## config.mk

```make
export PLATFORM = sky130hd
export DESIGN_NAME = spi_status_fifo_flags
export DESIGN_NICKNAME = d
export VERILOG_FILES = /design/src/spi_pkg.sv /design/src/spi_status_fifo_flags.sv /design/src/spi_byte_ram.sv
export VERILOG_INCLUDE_DIRS = /design/src
export SDC_FILE = /design/constraint.sdc
export NUM_CORES = 1
export LEC_CHECK = 0
export ABC_AREA = 1
export BUFFER_PORTS_ARGS = -buffer_cell sky130_fd_sc_hd__clkbuf_2
export CAP_MARGIN = 20
export CORE_MARGIN = 2
export CORE_UTILIZATION = 52
export CTS_CLUSTER_DIAMETER = 120
export CTS_CLUSTER_SIZE = 24
export DETAILED_ROUTE_END_ITERATION = 12
export PLACE_DENSITY = 0.78
export SYNTH_ARGS = -nofsm -noshare
export SYNTH_HDL_FRONTEND = slang
export SYNTH_SLANG_ARGS = --single-unit
```

## constraint.sdc

```tcl
create_clock -name ref_clk -period 5.22 [get_ports ref_clk]
set_input_delay 0.783 -clock ref_clk [delete_from_list [all_inputs] [get_ports ref_clk]]
set_output_delay 0.783 -clock ref_clk [all_outputs]
set_load 0.02 [all_outputs]
```

## src/spi_regs.svh

```systemverilog
// Register map, field positions and reset values of the SPI status block
`ifndef SPI_REGS_SVH
`define SPI_REGS_SVH

// ----------------------------------------------------------------
// Register byte addresses
// ----------------------------------------------------------------
`define ADDR_STATUS 32'hFFFF0A00
`define ADDR_RX_DATA 32'hFFFF0A04
`define ADDR_TX_DATA 32'hFFFF0A08
`define ADDR_DIVIDER 32'hFFFF0A0C
`define ADDR_CONTROL 32'hFFFF0A10

// ----------------------------------------------------------------
// Reset values and sizes
// ----------------------------------------------------------------
`define STATUS_RESET 32'h00000000
`define BYTE_RESET 8'h00
`define CONTROL_RESET 16'h0000
`define FIFO_DEPTH 3'h4
`define COUNT_ZERO 3'h0
`define PTR_ZERO 2'h0
`define DIV_ZERO 8'h00

// ----------------------------------------------------------------
// Status word bit positions
// ----------------------------------------------------------------
`define ST_EXCESS 11
`define ST_RXCNT_MSB 10
`define ST_RXCNT_LSB 8
`define ST_OVERFLOW 7
`define ST_RXIRQ 6
`define ST_TXIRQ 5
`define ST_UNDERFLOW 4
`define ST_TXCNT_MSB 3
`define ST_TXCNT_LSB 1
`define ST_SUMMARY 0

// ----------------------------------------------------------------
// Control word bit positions
// ----------------------------------------------------------------
`define CT_MASTER 0
`define CT_DIRECTION 1
`define CT_TX_FLUSH 2
`define CT_RX_FLUSH 3
`define CT_THR_LSB 4
`define CT_THR_MSB 5

`endif

```

## src/spi_pkg.sv

```systemverilog
// Types shared by the SPI status block and its byte memory
package spi_pkg;

  // ----------------------------------------------------------------
  // Bus answer states, one bit changes per step
  // ----------------------------------------------------------------
  typedef enum logic [1:0] {
    BUS_IDLE = 2'h0,
    BUS_ACK = 2'h1
  } bus_state_t;

  // Four-byte memory with registered read data
  typedef struct packed {
    logic [3:0][7:0] mem;
    logic [7:0] rdata;
  } ram_state_t;

  // Whole state of the status block
  typedef struct packed {
    bus_state_t bus;
    logic [31:0] rdata;
    logic [1:0] rx_wr;
    logic [1:0] rx_rd;
    logic [2:0] rx_cnt;
    logic [1:0] tx_wr;
    logic [1:0] tx_rd;
    logic [2:0] tx_cnt;
    logic excess;
    logic overflow;
    logic rx_irq;
    logic tx_irq;
    logic underflow;
    logic summary;
    logic [7:0] divider;
    logic [15:0] control;
    logic [7:0] tx_byte;
    logic [2:0] tx_sent;
    logic [7:0] sclk_cnt;
    logic sclk;
  } core_state_t;

endpackage : spi_pkg

```

## src/spi_status_fifo_flags.sv

```systemverilog
// SPI status word, FIFO flags, register slave and serial clock divider
//
// Summary of operation
// - Excess flag set when receive count exceeds threshold
// - Excess flag clears at or below threshold
// - Receive fill count in status bits 10..8
// - Overflow flag when byte arrives at full FIFO
// - Overflow raises interrupt unless receive flush
// - Receive flag on threshold bytes, direction clear
// - Transmit flag on threshold bytes sent, direction set
// - Underflow flag when transmit starts FIFO empty
// - Underflow raises interrupt unless transmit flush
// - Transmit fill count in status bits 3..1
// - Summary flag set on any interrupt event
// - Status read clears event flags, not counts
// - Status word read-only, resets zero, 15..12 reserved
// - Receive data register pops receive FIFO
// - Divider register read/write, resets zero
// - Threshold selects one to four bytes
// - Receive flush discards bytes, no receive interrupts
// - Serial clock is clock over 2*(1+divider)
//
// Implementation choice: the Wishbone interface to the registers.
`timescale 1ns/10ps
`include "spi_regs.svh"

module spi_status_fifo_flags (
  input wire logic ref_clk,
  input wire logic rst,
  input wire logic [31:0] adr_i,
  input wire logic [31:0] dat_i,
  output logic [31:0] dat_o,
  input wire logic [3:0] sel_i,
  input wire logic we_i,
  input wire logic cyc_i,
  input wire logic stb_i,
  output logic ack_o,
  input wire logic rx_byte_valid,
  input wire logic [7:0] rx_byte,
  input wire logic tx_start,
  input wire logic tx_done,
  output logic [7:0] tx_byte,
  output logic master_mode,
  output logic transfer_direction,
  output logic sclk_out,
  output logic irq_pending
);

  // ----------------------------------------------------------------
  // Declarations
  // ----------------------------------------------------------------
  spi_pkg::core_state_t s; // Registered state
  spi_pkg::core_state_t next_s; // Next state
  logic [7:0] rx_q; // Head of receive FIFO
  logic [7:0] tx_q; // Head of transmit FIFO
  logic req; // New bus request seen
  logic rd_status; // Status word read taken
  logic rd_rx; // Receive data read taken
  logic wr_tx; // Transmit data write taken
  logic wr_div; // Divider write taken
  logic wr_ctl; // Control write taken
  logic rx_flush; // Receive flush control
  logic tx_flush; // Transmit flush control
  logic dir; // Transfer direction control
  logic rx_push; // Byte enters receive FIFO
  logic rx_pop; // Byte leaves receive FIFO
  logic tx_push; // Byte enters transmit FIFO
  logic tx_pop; // Byte leaves transmit FIFO
  logic ovf_evt; // Receive overflow event
  logic rxirq_evt; // Receive threshold event
  logic txirq_evt; // Transmit threshold event
  logic uf_evt; // Transmit underflow event
  logic sum_evt; // Any interrupt event
  logic [2:0] thr; // Threshold byte count
  logic [31:0] status; // Assembled status word

  // Threshold field to byte count, 00 means one byte
  function automatic logic [2:0] thr_bytes(input logic [1:0] field);
    thr_bytes = {1'b0, field} + 3'h1;
  endfunction : thr_bytes

  // Fill count after one push and one pop
  function automatic logic [2:0] new_count(input logic [2:0] cnt, input logic push,
                                           input logic pop);
    new_count = cnt + {2'h0, push} - {2'h0, pop};
  endfunction : new_count

  // ----------------------------------------------------------------
  // Byte memories of the two FIFOs
  // ----------------------------------------------------------------
  // Read address is the next head, so the head byte is ready next cycle
  spi_byte_ram rx_ram (
    .ref_clk(ref_clk),
    .rst(rst),
    .we(rx_push),
    .waddr(s.rx_wr),
    .wdata(rx_byte),
    .raddr(next_s.rx_rd),
    .rdata(rx_q)
  );

  spi_byte_ram tx_ram (
    .ref_clk(ref_clk),
    .rst(rst),
    .we(tx_push),
    .waddr(s.tx_wr),
    .wdata(dat_i[7:0]),
    .raddr(next_s.tx_rd),
    .rdata(tx_q)
  );

  // ----------------------------------------------------------------
  // Request decode and status assembly
  // ----------------------------------------------------------------
  always_comb begin
    req = cyc_i && stb_i && (s.bus == spi_pkg::BUS_IDLE);
    rd_status = req && !we_i && (adr_i == `ADDR_STATUS);
    rd_rx = req && !we_i && (adr_i == `ADDR_RX_DATA);
    wr_tx = req && we_i && sel_i[0] && (adr_i == `ADDR_TX_DATA);
    wr_div = req && we_i && sel_i[0] && (adr_i == `ADDR_DIVIDER);
    wr_ctl = req && we_i && (adr_i == `ADDR_CONTROL);
    rx_flush = s.control[`CT_RX_FLUSH];
    tx_flush = s.control[`CT_TX_FLUSH];
    dir = s.control[`CT_DIRECTION];
    thr = thr_bytes(s.control[`CT_THR_MSB:`CT_THR_LSB]);
    // Reserved bits 15..12 and upper half read as zero
    status = `STATUS_RESET;
    status[`ST_EXCESS] = s.excess;
    status[`ST_RXCNT_MSB:`ST_RXCNT_LSB] = s.rx_cnt;
    status[`ST_OVERFLOW] = s.overflow;
    status[`ST_RXIRQ] = s.rx_irq;
    status[`ST_TXIRQ] = s.tx_irq;
    status[`ST_UNDERFLOW] = s.underflow;
    status[`ST_TXCNT_MSB:`ST_TXCNT_LSB] = s.tx_cnt;
    status[`ST_SUMMARY] = s.summary;
  end

  // ----------------------------------------------------------------
  // FIFO events and flag sources
  // ----------------------------------------------------------------
  always_comb begin
    // Flushing drops every incoming byte, so no receive event can fire
    rx_push = rx_byte_valid && !rx_flush && (s.rx_cnt != `FIFO_DEPTH);
    ovf_evt = rx_byte_valid && !rx_flush && (s.rx_cnt == `FIFO_DEPTH);
    rx_pop = rd_rx && (s.rx_cnt != `COUNT_ZERO) && !rx_flush;
    // Writes to a full transmit FIFO or during flush are dropped
    tx_push = wr_tx && !tx_flush && (s.tx_cnt != `FIFO_DEPTH);
    tx_pop = tx_start && (s.tx_cnt != `COUNT_ZERO) && !tx_flush;
    uf_evt = tx_start && (s.tx_cnt == `COUNT_ZERO);
    rxirq_evt = rx_push && !dir
                && (new_count(s.rx_cnt, rx_push, rx_pop) >= thr);
    txirq_evt = tx_done && dir && ((s.tx_sent + 3'h1) >= thr);
    // Underflow during transmit flush sets its bit but stays quiet
    sum_evt = ovf_evt || rxirq_evt || txirq_evt
              || (uf_evt && !tx_flush);
  end

  // ----------------------------------------------------------------
  // Next state
  // ----------------------------------------------------------------
  always_comb begin
    next_s = s;
    // Bus slave: one wait-free answer per request, then back to idle
    case (s.bus)
      spi_pkg::BUS_IDLE: begin
        if (cyc_i && stb_i) begin
          next_s.bus = spi_pkg::BUS_ACK;
          case (adr_i)
            `ADDR_STATUS: next_s.rdata = status;
            `ADDR_RX_DATA: next_s.rdata = {24'h000000, rx_pop ? rx_q : `BYTE_RESET};
            `ADDR_DIVIDER: next_s.rdata = {24'h000000, s.divider};
            `ADDR_CONTROL: next_s.rdata = {16'h0000, s.control};
            default: next_s.rdata = `STATUS_RESET;
          endcase
        end
      end
      spi_pkg::BUS_ACK: begin
        next_s.bus = spi_pkg::BUS_IDLE;
      end
      default: begin
        next_s.bus = spi_pkg::BUS_IDLE;
      end
    endcase

    // Register writes
    if (wr_div) begin
      next_s.divider = dat_i[7:0];
    end
    if (wr_ctl && sel_i[0]) begin
      next_s.control[7:0] = dat_i[7:0];
    end
    if (wr_ctl && sel_i[1]) begin
      next_s.control[15:8] = dat_i[15:8];
    end

    // Receive FIFO pointers and count
    if (rx_push) begin
      next_s.rx_wr = s.rx_wr + 2'h1;
    end
    if (rx_pop) begin
      next_s.rx_rd = s.rx_rd + 2'h1;
    end
    next_s.rx_cnt = new_count(s.rx_cnt, rx_push, rx_pop);
    if (rx_flush) begin
      next_s.rx_wr = `PTR_ZERO;
      next_s.rx_rd = `PTR_ZERO;
      next_s.rx_cnt = `COUNT_ZERO;
    end

    // Transmit FIFO pointers, count and outgoing byte
    if (tx_push) begin
      next_s.tx_wr = s.tx_wr + 2'h1;
    end
    if (tx_pop) begin
      next_s.tx_rd = s.tx_rd + 2'h1;
      next_s.tx_byte = tx_q;
    end else if (tx_start) begin
      // Nothing valid to send: shift out a zero byte
      next_s.tx_byte = `BYTE_RESET;
    end
    next_s.tx_cnt = new_count(s.tx_cnt, tx_push, tx_pop);
    if (tx_flush) begin
      next_s.tx_wr = `PTR_ZERO;
      next_s.tx_rd = `PTR_ZERO;
      next_s.tx_cnt = `COUNT_ZERO;
    end

    // Bytes sent since the last transmit flag, only in transmit mode
    if (!dir) begin
      next_s.tx_sent = `COUNT_ZERO;
    end else if (tx_done) begin
      next_s.tx_sent = txirq_evt ? `COUNT_ZERO : s.tx_sent + 3'h1;
    end

    // Excess follows the new count and threshold every cycle
    next_s.excess = next_s.rx_cnt
                    > thr_bytes(next_s.control[`CT_THR_MSB:`CT_THR_LSB]);

    // Sticky flags: a status read clears, a new event wins
    next_s.overflow = (s.overflow && !rd_status) || ovf_evt;
    next_s.rx_irq = (s.rx_irq && !rd_status) || rxirq_evt;
    next_s.tx_irq = (s.tx_irq && !rd_status) || txirq_evt;
    next_s.underflow = (s.underflow && !rd_status) || uf_evt;
    next_s.summary = (s.summary && !rd_status) || sum_evt;

    // Serial clock: toggles every divider+1 cycles in master mode
    if (s.control[`CT_MASTER]) begin
      if (s.sclk_cnt >= s.divider) begin
        next_s.sclk_cnt = `DIV_ZERO;
        next_s.sclk = !s.sclk;
      end else begin
        next_s.sclk_cnt = s.sclk_cnt + 8'h01;
      end
    end else begin
      // Idle low and restart from zero when master mode returns
      next_s.sclk_cnt = `DIV_ZERO;
      next_s.sclk = 1'b0;
    end
  end

  // ----------------------------------------------------------------
  // State register
  // ----------------------------------------------------------------
  always_ff @(posedge ref_clk or posedge rst) begin
    if (rst) begin
      s <= '0;
    end else begin
      s <= next_s;
    end
  end

  // ----------------------------------------------------------------
  // Outputs
  // ----------------------------------------------------------------
  assign ack_o = (s.bus == spi_pkg::BUS_ACK);
  assign dat_o = s.rdata;
  assign tx_byte = s.tx_byte;
  assign master_mode = s.control[`CT_MASTER];
  assign transfer_direction = s.control[`CT_DIRECTION];
  assign sclk_out = s.sclk;
  assign irq_pending = s.summary;
endmodule : spi_status_fifo_flags

```

## src/spi_byte_ram.sv

```systemverilog
// Four-byte memory with one write port and a registered read port
`timescale 1ns/10ps

module spi_byte_ram (
  input wire logic ref_clk,
  input wire logic rst,
  input wire logic we,
  input wire logic [1:0] waddr,
  input wire logic [7:0] wdata,
  input wire logic [1:0] raddr,
  output logic [7:0] rdata
);

  spi_pkg::ram_state_t s; // Stored bytes and read register
  spi_pkg::ram_state_t next_s; // Next value of the state

  // ----------------------------------------------------------------
  // Write, then read with bypass
  // ----------------------------------------------------------------
  // Bypass keeps a byte written at this edge visible at once
  always_comb begin
    next_s = s;
    if (we) begin
      next_s.mem[waddr] = wdata;
    end
    next_s.rdata = next_s.mem[raddr];
  end

  // State register
  always_ff @(posedge ref_clk or posedge rst) begin
    if (rst) begin
      s <= '0;
    end else begin
      s <= next_s;
    end
  end

  assign rdata = s.rdata;

endmodule : spi_byte_ram

```

=== After elaboration in Yosys (flattened, before gate mapping) ===
Index checks and enable logic that the tools add are counted.

* Memories: 0
* Word-level logic and storage cells: 153
* Input port bits: 84
* RAM bits: 0
* Flip-flop bits (word level): 178
* Latch bits: 0
* Memory bits (read-only): 0
* Output and inout bits: 45

* Muxes and demuxes: 31
* Divide/modulo/power cells: 0
* $lt $le $gt $ge: 10
* Bitwise gates (word level): 0
* Equal/unequal tests: 12
* Multiply operators: 0
* Add/subtract/negate cells: 12
* Reductions and logical operators: 56
* Shift-type cells: 0

{| class="wikitable"
|+ Operators by type and width
! operator !! number
|-
| 32-bit == test (second input constant) || 5
|-
| 32-bit bitwise mux || 2
|-
| 32-bit 2-to-1 mux || 2
|-
| 8-bit 2-to-1 mux || 8
|-
| 16-bit one-hot mux with 4 select lines || 1
|-
| 1-bit logical AND || 34
|-
| 34-bit 2-to-1 mux || 1
|-
| 8-bit binary-select mux with 2-bit select || 2
|-
| 8-bit demux with 2-bit select || 2
|-
| 7-bit 2-to-1 mux || 2
|-
| 2-bit by 3-bit < comparator with 1-bit output (second input constant) || 4
|-
| 2-bit 2-to-1 mux || 5
|-
| 3-bit 2-to-1 mux || 3
|-
| 9-bit 2-to-1 mux || 1
|-
| 2-bit by 1-bit adder with 2-bit output (second input constant) || 4
|-
| 8-bit by 1-bit adder with 8-bit output (second input constant) || 1
|-
| 8-bit greater-or-equal comparator || 1
|-
| 1-bit logical OR || 8
|-
| 2-bit by 1-bit adder with 3-bit output (second input constant) || 2
|-
| 3-bit by 1-bit adder with 3-bit output || 2
|-
| 3-bit greater-or-equal comparator || 2
|-
| 1-bit zero test || 6
|-
| 6-bit 2-to-1 mux || 1
|-
| 3-bit inequality test (second input constant) || 2
|-
| 14 further kinds || 20
|}

=== Longest topological paths before layout ===
Gate-level depths: netlist of the first run.

* Depth in word-level cells: 13
* Depth in mapped cells: 19
* Mapped depth without buffers: 19

=== Hierarchy ===
Synthesis of the first run repeated with hierarchy kept, for this count alone.

* Cells, all modules: 1088
* Area total of the unflattened synthesis: 9112.5 sq um

{| class="wikitable"
|+ By module, submodules not included
! module !! cells each !! area each (sq um) !! seq. area each (sq um) !! times used
|-
| spi_status_fifo_flags || 642 || 5156.2 || 2026.9 || 1
|-
| spi_byte_ram (rx_ram) || 223 || 1985.7 || 1001.0 || 1
|-
| spi_byte_ram (tx_ram) || 223 || 1970.6 || 1001.0 || 1
|}

=== Worst setup path after synthesis of the first run ===
OpenSTA, ideal clock, no wires.

* Path kind: input -> register
* Start: input port adr_i[7]
* End: register s, in the netlist irq_pending
* Arrival time: 3.370 ns
* Cell stages on the path: 19
* Path slack: 1.703 ns
* Cells stage by stage: nor2_2 -> nand2_1 -> inv_1 -> nand2_1 -> nor2_2 -> nand3_2 -> inv_2 -> ha_1 -> inv_1 -> ha_1 -> fa_1 -> xor2_1 -> inv_1 -> ha_1 -> a21oi_1 -> o211ai_1 -> nand3_1 -> and3_1 -> o311ai_0

{| class="wikitable"
|+ RTL lines
! what !! RTL line !! source
|-
| from (decl) || spi_status_fifo_flags.sv:30 || <nowiki>input wire logic [31:0] adr_i,</nowiki>
|-
| to (signal assigned) || spi_status_fifo_flags.sv:268 || <nowiki>s <= next_s;</nowiki>
|-
| to (decl) || spi_status_fifo_flags.sv:52 || <nowiki>spi_pkg::core_state_t s;</nowiki>
|}

==> impl_metrics.csv, run 1 <==
group,metric,value,unit
outcome,status,"finished, final reports clean",
timing,final-setup-viol-count,0,
placed_design,place_inst,1295,
floorplan,die_h,132,um
detailed_routing,firstDrtPassIters,6,
logic_synthesis,ys_ff_latch,161,
logic_synthesis,avgSynthCellArea,8.18,sq um
timing,fin_tns_setup,0,ns
grt,grt_pass1_wl,32900,um
worst_setup_path,worstPathMaxFanout,11,
placed_design,gp_congestion,0.894,
cells_and_area,synthToLayoutAreaGrowth,11.4,%
floorplan,core-area,15900,sq um
clock_tree,insertion_delay,0.42,ns
logic_synthesis,yosysTopAreaCell,"dfrtp_1",
logic_synthesis,seq_area_frac_synth,47.6,%
logic_synthesis,synthesis.area,8460,sq um
detailed_routing,wire_per_inst,14.6,um
worst_setup_path,start_kind,"primary input",
worst_setup_path,cp-end-kind,"flip-flop",
detailed_routing,wl,19400,um
worst_setup_path,reg2reg_from,"rx_flush",
logic_synthesis,synth_top_area_share,47.6,%
worst_setup_path,arrival,4.00,ns
logic_synthesis,synth_flop_cell,"dfrtp_1",
timing,clock_skew,0.00669,ns
floorplan,io_pins,129,
timing,fin_hold_ws,0.415,ns
grt,grt_pass1_vias,6850,
power_and_ir_drop,p_leak,5.15,nW
grt,antenna_found_initial,0,
clock_tree,clkSinkCount,161,
logic_synthesis,yosysWarnings,0,
clock_tree,post_cts_resized,0,
timing,tightest_slew,0.726,ns
timing,hold_viol_final,0,
cells_and_area,num-nets-final,1217,
cells_and_area,fillers,1373,
timing,slew_headroom,51.5,%
grt,grt_overflow_total,0,
cells_and_area,drive_gt1_share,15.3,%
timing,period_share,71.6,%
detailed_routing,drtIter0Drc,684,
detailed_routing,via_per_inst,5.22,
timing,rsz0062_at_grt,"no",
power_and_ir_drop,p_per_area,423,nW/um^2
floorplan,die-area,17300,sq um
clock_tree,cts_buffers,17,
placed_design,numPortBuffers,94,
clock_tree,cts_setup_buffers,0,
worst_hold_path,holdCritPathClass,"primary input to asynchronous set/reset pin",
clock_tree,cts_tree,"yes",
logic_synthesis,ys_top_cells_by_area,"dfrtp_1, nand2_1, nand3_1",
clock_tree,htreeDepth,4,
floorplan,initial_core_util,53.3,%
detailed_routing,drc,0,
placed_design,hpwl,13500,um
clock_tree,cts.clk_slew.worst_paths,0.06,ns
logic_synthesis,async_flop_share,100,%
placed_design,post_dp_cell_area,8840,sq um
detailed_routing,ant_nets,0,
clock_tree,cts_buffer_depth,2,
worst_setup_path,required,5.48,ns
detailed_routing,vias,6918,
logic_synthesis,synth_edf_count,0,
floorplan,fp.dieW,132,um
cells_and_area,final_cells,1325,
clock_tree,cts_root_buffer,"clkbuf_16",
logic_synthesis,syn-instance-count,1035,
timing,slew_viol_final,0,
cells_and_area,postLayoutCellArea,9430,sq um
grt,track_usage,23.4,%
logic_synthesis,synth.distinct_cells,44,
flow_run,maxCapViolCount,0,
worst_setup_path,path_class,"primary input to flip-flop",
floorplan,rows,46,
timing,fmax,267,MHz
power_and_ir_drop,total_power,3.99,mW
grt,grt_start_max_net_pins,59,
power_and_ir_drop,ir_worst_vdd,0.255,mV
timing,min_period,3.74,ns
cells_and_area,diodes,0,
clock_tree,hold_buffers,0,
worst_setup_path,crit_start,"cyc_i",
[Yosys cell counts, types with 2 or more instances]
master,n
clkbuf_1,9
xnor2_1,2
a21oi_1,9
nor2_1,38
nand2_1,311
nand3_2,4
and3_1,2
dfrtp_1,161
nor3_1,4
nand3_1,117
o21ai_1,15
inv_2,13
a22o_1,9
fa_1,2
nor2_4,3
o21ai_0,62
nand4_1,25
buf_6,2
xor2_1,4
inv_1,115
nor2_2,8
buf_2,12
nand2_2,5
ha_1,33
o211ai_1,2
nand3_4,2
buf_4,46
o22ai_1,2
nand3b_1,3
[layout by cell type (no fill, tap or decap), types with 13 or more instances in the layout]
| master | n |
|---|---|
| ha_1 | 33 |
| conb_1 | 16 |
| dfrtp_1 | 161 |
| o21ai_1 | 15 |
| inv_1 | 114 |
| nand2_1 | 311 |
| nand3_1 | 117 |
| clkbuf_16 | 17 |
| nor2_1 | 37 |
| o21ai_0 | 62 |
| nand4_1 | 25 |
| clkbuf_2 | 94 |
| inv_2 | 13 |
[per-layer routing]
metal  GRT usage, %  share of wire, %  up-vias
li1               -                 -     3401
met1           31.2                44     3243
met2           37.8                48      244
met3           5.05               6.1       30
met4           8.09               1.9        0
met5              0                 0        -
[flip-flops by register name (all words and copies together), names as in the netlist]
name                cells
dat_o                  16
irq_pending             1
master_mode             1
rx_flush                1
rx_ram.rdata            8
rx_ram.s               32
s                      52
sclk_out                1
transfer_direction      1
tx_byte                 8
tx_ram.rdata            8
tx_ram.s               32
[power breakdown]
group	internal (mW)	total (mW)	switching, mW
Clock	0.771	1.25	0.482
Combinational	0.398	1.14	0.742
Sequential	1.50	1.60	0.101
Total	2.67	3.99	1.32
[final cells by class]
| class | instances | area, sq um | area share [%] |
|---|---|---|---|
| flip-flops and latches | 161 | 4030 | 42.7 |
| multi-input cells | 691 | 3550 | 37.6 |
| repair buffers | 98 | 500 | 5.31 |
| inverters | 129 | 489 | 5.19 |
| clock buffers | 20 | 457 | 4.84 |
| well taps | 216 | 270 | 2.87 |
| clock inverters | 10 | 135 | 1.43 |
[worst paths after layout]
kind                              endpoint  depth (start not counted)  slack, ns
setup / recovery               irq_pending                         19       1.48
min in group ref_clk            tx_byte[0]                          1       0.46
hold / removal                rx_ram.s[11]                          2       0.41
max in group asynchronous  tx_ram.rdata[2]                          3       3.70
hold reg to reg                 tx_byte[0]                          1       0.46
setup reg to reg               irq_pending                         17       1.51
[cell families (layout without fill, tap and decap cells)]
family / after synthesis / in the layout / synth area share, %
DFF: 161 / 161 / 47.6
AOI/OAI and AO/OA: 105 / 105 / 7.04
and+or+nand+nor: 528 / 528 / 28.0
adders and majority gates: 35 / 35 / 5.35
xor gates and xnor gates: 6 / 6 / 0.621
other: 1 / 16 / 0.0443
buffers and inverters: 198 / 257 / 11.2
muxes: 1 / 1 / 0.118
[metrics by stage]
step           setup WS, ns  utilization [%]
2_1_floorplan        0.0887                -
3_3_place_gp           1.19             55.6
3_5_place_dp           1.07             55.6
4_1_cts                1.50             59.3
5_1_grt                1.14             59.3
6_report               1.48             59.3
[worst max-delay path: stages]
cell      delay, ns
clkbuf_2       0.09
nand2_1        0.06
nor2_2         0.39
nand2_2        0.15
nor2_4         0.19
nand3_2        0.13
inv_2          0.20
ha_1           0.16
inv_1          0.04
ha_1           0.18
fa_1           0.38
xor2_1         0.20
inv_1          0.07
ha_1           0.32
a21oi_1        0.15
o211ai_1       0.11
nand3_1        0.10
and3_1         0.16
o311ai_0       0.14
Note: power is estimated with default switching activity, not from simulation.
==> inputs of run 2 (changes only) <==
--- a/config.mk
+++ b/config.mk
@@ -10,11 +10,11 @@
 export BUFFER_PORTS_ARGS = -buffer_cell sky130_fd_sc_hd__clkbuf_2
 export CAP_MARGIN = 20
 export CORE_MARGIN = 2
-export CORE_UTILIZATION = 52
+export CORE_UTILIZATION = 55
 export CTS_CLUSTER_DIAMETER = 120
 export CTS_CLUSTER_SIZE = 24
 export DETAILED_ROUTE_END_ITERATION = 12
-export PLACE_DENSITY = 0.78
+export PLACE_DENSITY = 0.79
 export SYNTH_ARGS = -nofsm -noshare
 export SYNTH_HDL_FRONTEND = slang
 export SYNTH_SLANG_ARGS = --single-unit
==> constraint.sdc (replaced) <==
create_clock -name ref_clk -period 3.81 [get_ports ref_clk]
set_input_delay 0.5715 -clock ref_clk [delete_from_list [all_inputs] [get_ports ref_clk]]
set_output_delay 0.5715 -clock ref_clk [all_outputs]
set_load 0.02 [all_outputs]
==> impl_metrics.csv, run 2 (synthesis gave the netlist of run 1 again) <==
group,metric,value,unit
outcome,status,"finished, final reports clean",
worst_setup_path,required,4.09,ns
timing,final.setup.worst_slack,0.575,ns
detailed_routing,ant_nets,0,
clock_tree,cts_tree,"yes",
floorplan,io_pins,129,
placed_design,pre_cts_ws,0.173,ns
timing,fmax,309,MHz
grt,grt_pass1_vias,6541,
detailed_routing,wire_per_inst,14.8,um
cells_and_area,largest_reg_flops,52,
detailed_routing,drtIter0Drc,711,
cells_and_area,top_regs,"s (52), rx_ram.s (32), tx_ram.s (32)",
grt,grt_pass1_wl,31500,um
clock_tree,cts.clk_slew.worst_paths,0.07,ns
cells_and_area,diodes,0,
cells_and_area,layout_common_cells,"nand2_1, dfrtp_1, nand3_1",
floorplan,die_h,128,um
flow_run,maxCapViolCount,0,
power_and_ir_drop,comb_power_share,28.3,%
power_and_ir_drop,p_int,3.64,mW
power_and_ir_drop,p_per_area,582,nW/um^2
worst_hold_path,holdCritPathClass,"primary input to asynchronous set/reset pin",
timing,fin_tns_setup,0,ns
power_and_ir_drop,swShare,34.0,%
detailed_routing,wl,19300,um
cells_and_area,final_common_cell,"nand2_1",
floorplan,core-area,15100,sq um
detailed_routing,firstDrtPassIters,5,
worst_setup_path,cp-end-kind,"flip-flop",
grt,grt_start_max_net_pins,53,
placed_design,numPortBuffers,94,
worst_setup_path,worstPathMaxFanout,5,
clock_tree,insertion_delay,0.43,ns
floorplan,initial_core_util,55.9,%
clock_tree,hold_buffers,0,
detailed_routing,vias,7109,
clock_tree,cts_buffers,17,
timing,tightest_slew,0.743,ns
grt,grt_overflow_total,0,
timing,slew_headroom,50.3,%
timing,slew_viol_final,0,
timing,hold_viol_final,0,
power_and_ir_drop,p_clk_share,32.0,%
clock_tree,cts_buffer_depth,2,
floorplan,rows,45,
detailed_routing,drc,0,
power_and_ir_drop,ir_worst_vdd,0.498,mV
timing,fin_hold_ws,0.241,ns
grt,antenna_found_initial,0,
timing,clock_skew,0.0120,ns
floorplan,fp.dieW,128,um
detailed_routing,via_per_inst,5.45,
power_and_ir_drop,p_sw,1.88,mW
placed_design,hpwl,13500,um
worst_setup_path,path_class,"flip-flop to flip-flop",
clock_tree,cts_setup_buffers,0,
cells_and_area,regMostFlops,"s",
clock_tree,htreeDepth,4,
clock_tree,cts_root_buffer,"clkbuf_16",
worst_setup_path,crit_start,"s[58]",
cells_and_area,num-nets-final,1223,
timing,rsz0062_at_grt,"no",
power_and_ir_drop,p_leak,5.18,nW
timing,final-setup-viol-count,0,
timing,min_period,3.24,ns
floorplan,die-area,16400,sq um
cells_and_area,drive_gt1_share,15.9,%
timing,period_share,84.9,%
grt,track_usage,24.4,%
clock_tree,post_cts_resized,0,
worst_setup_path,arrival,3.52,ns
power_and_ir_drop,pwr-share-seq,39.8,%
cells_and_area,synthToLayoutAreaGrowth,12.0,%
worst_setup_path,reg2regPathDepth,18,
placed_design,gp_congestion,0.863,
worst_setup_path,reg2reg_from,"s[58]",
clock_tree,clkSinkCount,161,
worst_setup_path,start_kind,"flip-flop",
## run 2: cell count changes in the layout (fill, tap and decap cells not counted), moves of 2 or more
| cell | delta |
|---|---|
| buf_12 | +2 |
| buf_4 | +4 |
| clkbuf_8 | -2 |
| clkinv_2 | -2 |
| clkinvlp_4 | +4 |
| inv_6 | +2 |
## run 2: layout make-up
type / instances / area [sq um]
fillers: 1269 / 5670
flip-flops and latches: 161 / 4030
multi-input cells: 691 / 3550
repair buffers: 104 / 571
inverters: 129 / 488
clock buffers: 18 / 429
well taps: 188 / 235
clock inverters: 14 / 176
## run 2: path summary, 6_finish.rpt
| kind | endpoint | slack, ns |
|---|---|---|
| setup / recovery | irq_pending | 0.57 |
| hold / removal | s[34] | 0.24 |
| setup reg to reg | irq_pending | 0.57 |
| hold reg to reg | tx_byte[0] | 0.47 |
| max in group asynchronous | tx_byte[6] | 2.74 |
| min in group ref_clk | s[34] | 0.36 |
## run 2: worst max-delay path, stage by stage, from the launching register on
cell      delay, ns
dfrtp_1        0.39
inv_1          0.16
nand3_1        0.09
nand2_1        0.11
nor2_4         0.05
nand3_2        0.12
inv_2          0.05
ha_1           0.26
inv_1          0.04
ha_1           0.19
fa_1           0.38
xor2_1         0.21
inv_1          0.07
ha_1           0.33
a21oi_1        0.15
o211ai_1       0.09
nand3_1        0.11
and3_1         0.16
o311ai_0       0.12
## run 2: power by group through the flow
stage                     Clock [mW]  Sequential [mW]  Combinational (mW)
after CTS                       1.77             2.19                1.56
after global routing            1.85             2.22                1.80
after global placement             0             2.21                1.48
after detailed placement           0             2.22                1.54
after floorplan                    0             2.17                1.22
final                           1.76             2.19                1.56
## run 2: metrics by stage
step / area [sq um] / instances / power, mW / util, %
CTS: 9480 / 1305 / 5.52 / 62.6
global route: 9480 / 1305 / 5.88 / 62.6
global placement: 8870 / 1273 / 3.69 / 58.6
floorplan: 8520 / 1050 / 3.39 / -
finish: 9480 / 1305 / 5.52 / 62.6
detailed placement: 8870 / 1273 / 3.76 / 58.6
## run 2: routing by layer
| metal | share of wire, % | vias to the layer above | global-route usage (%) |
|---|---|---|---|
| met1 | 43 | 3385 | 33.4 |
| met5 | 0 | - | 0 |
| met4 | 2.4 | 0 | 9.11 |
| met2 | 48 | 262 | 38.2 |
| met3 | 6.8 | 43 | 5.55 |
| li1 | - | 3419 | - |
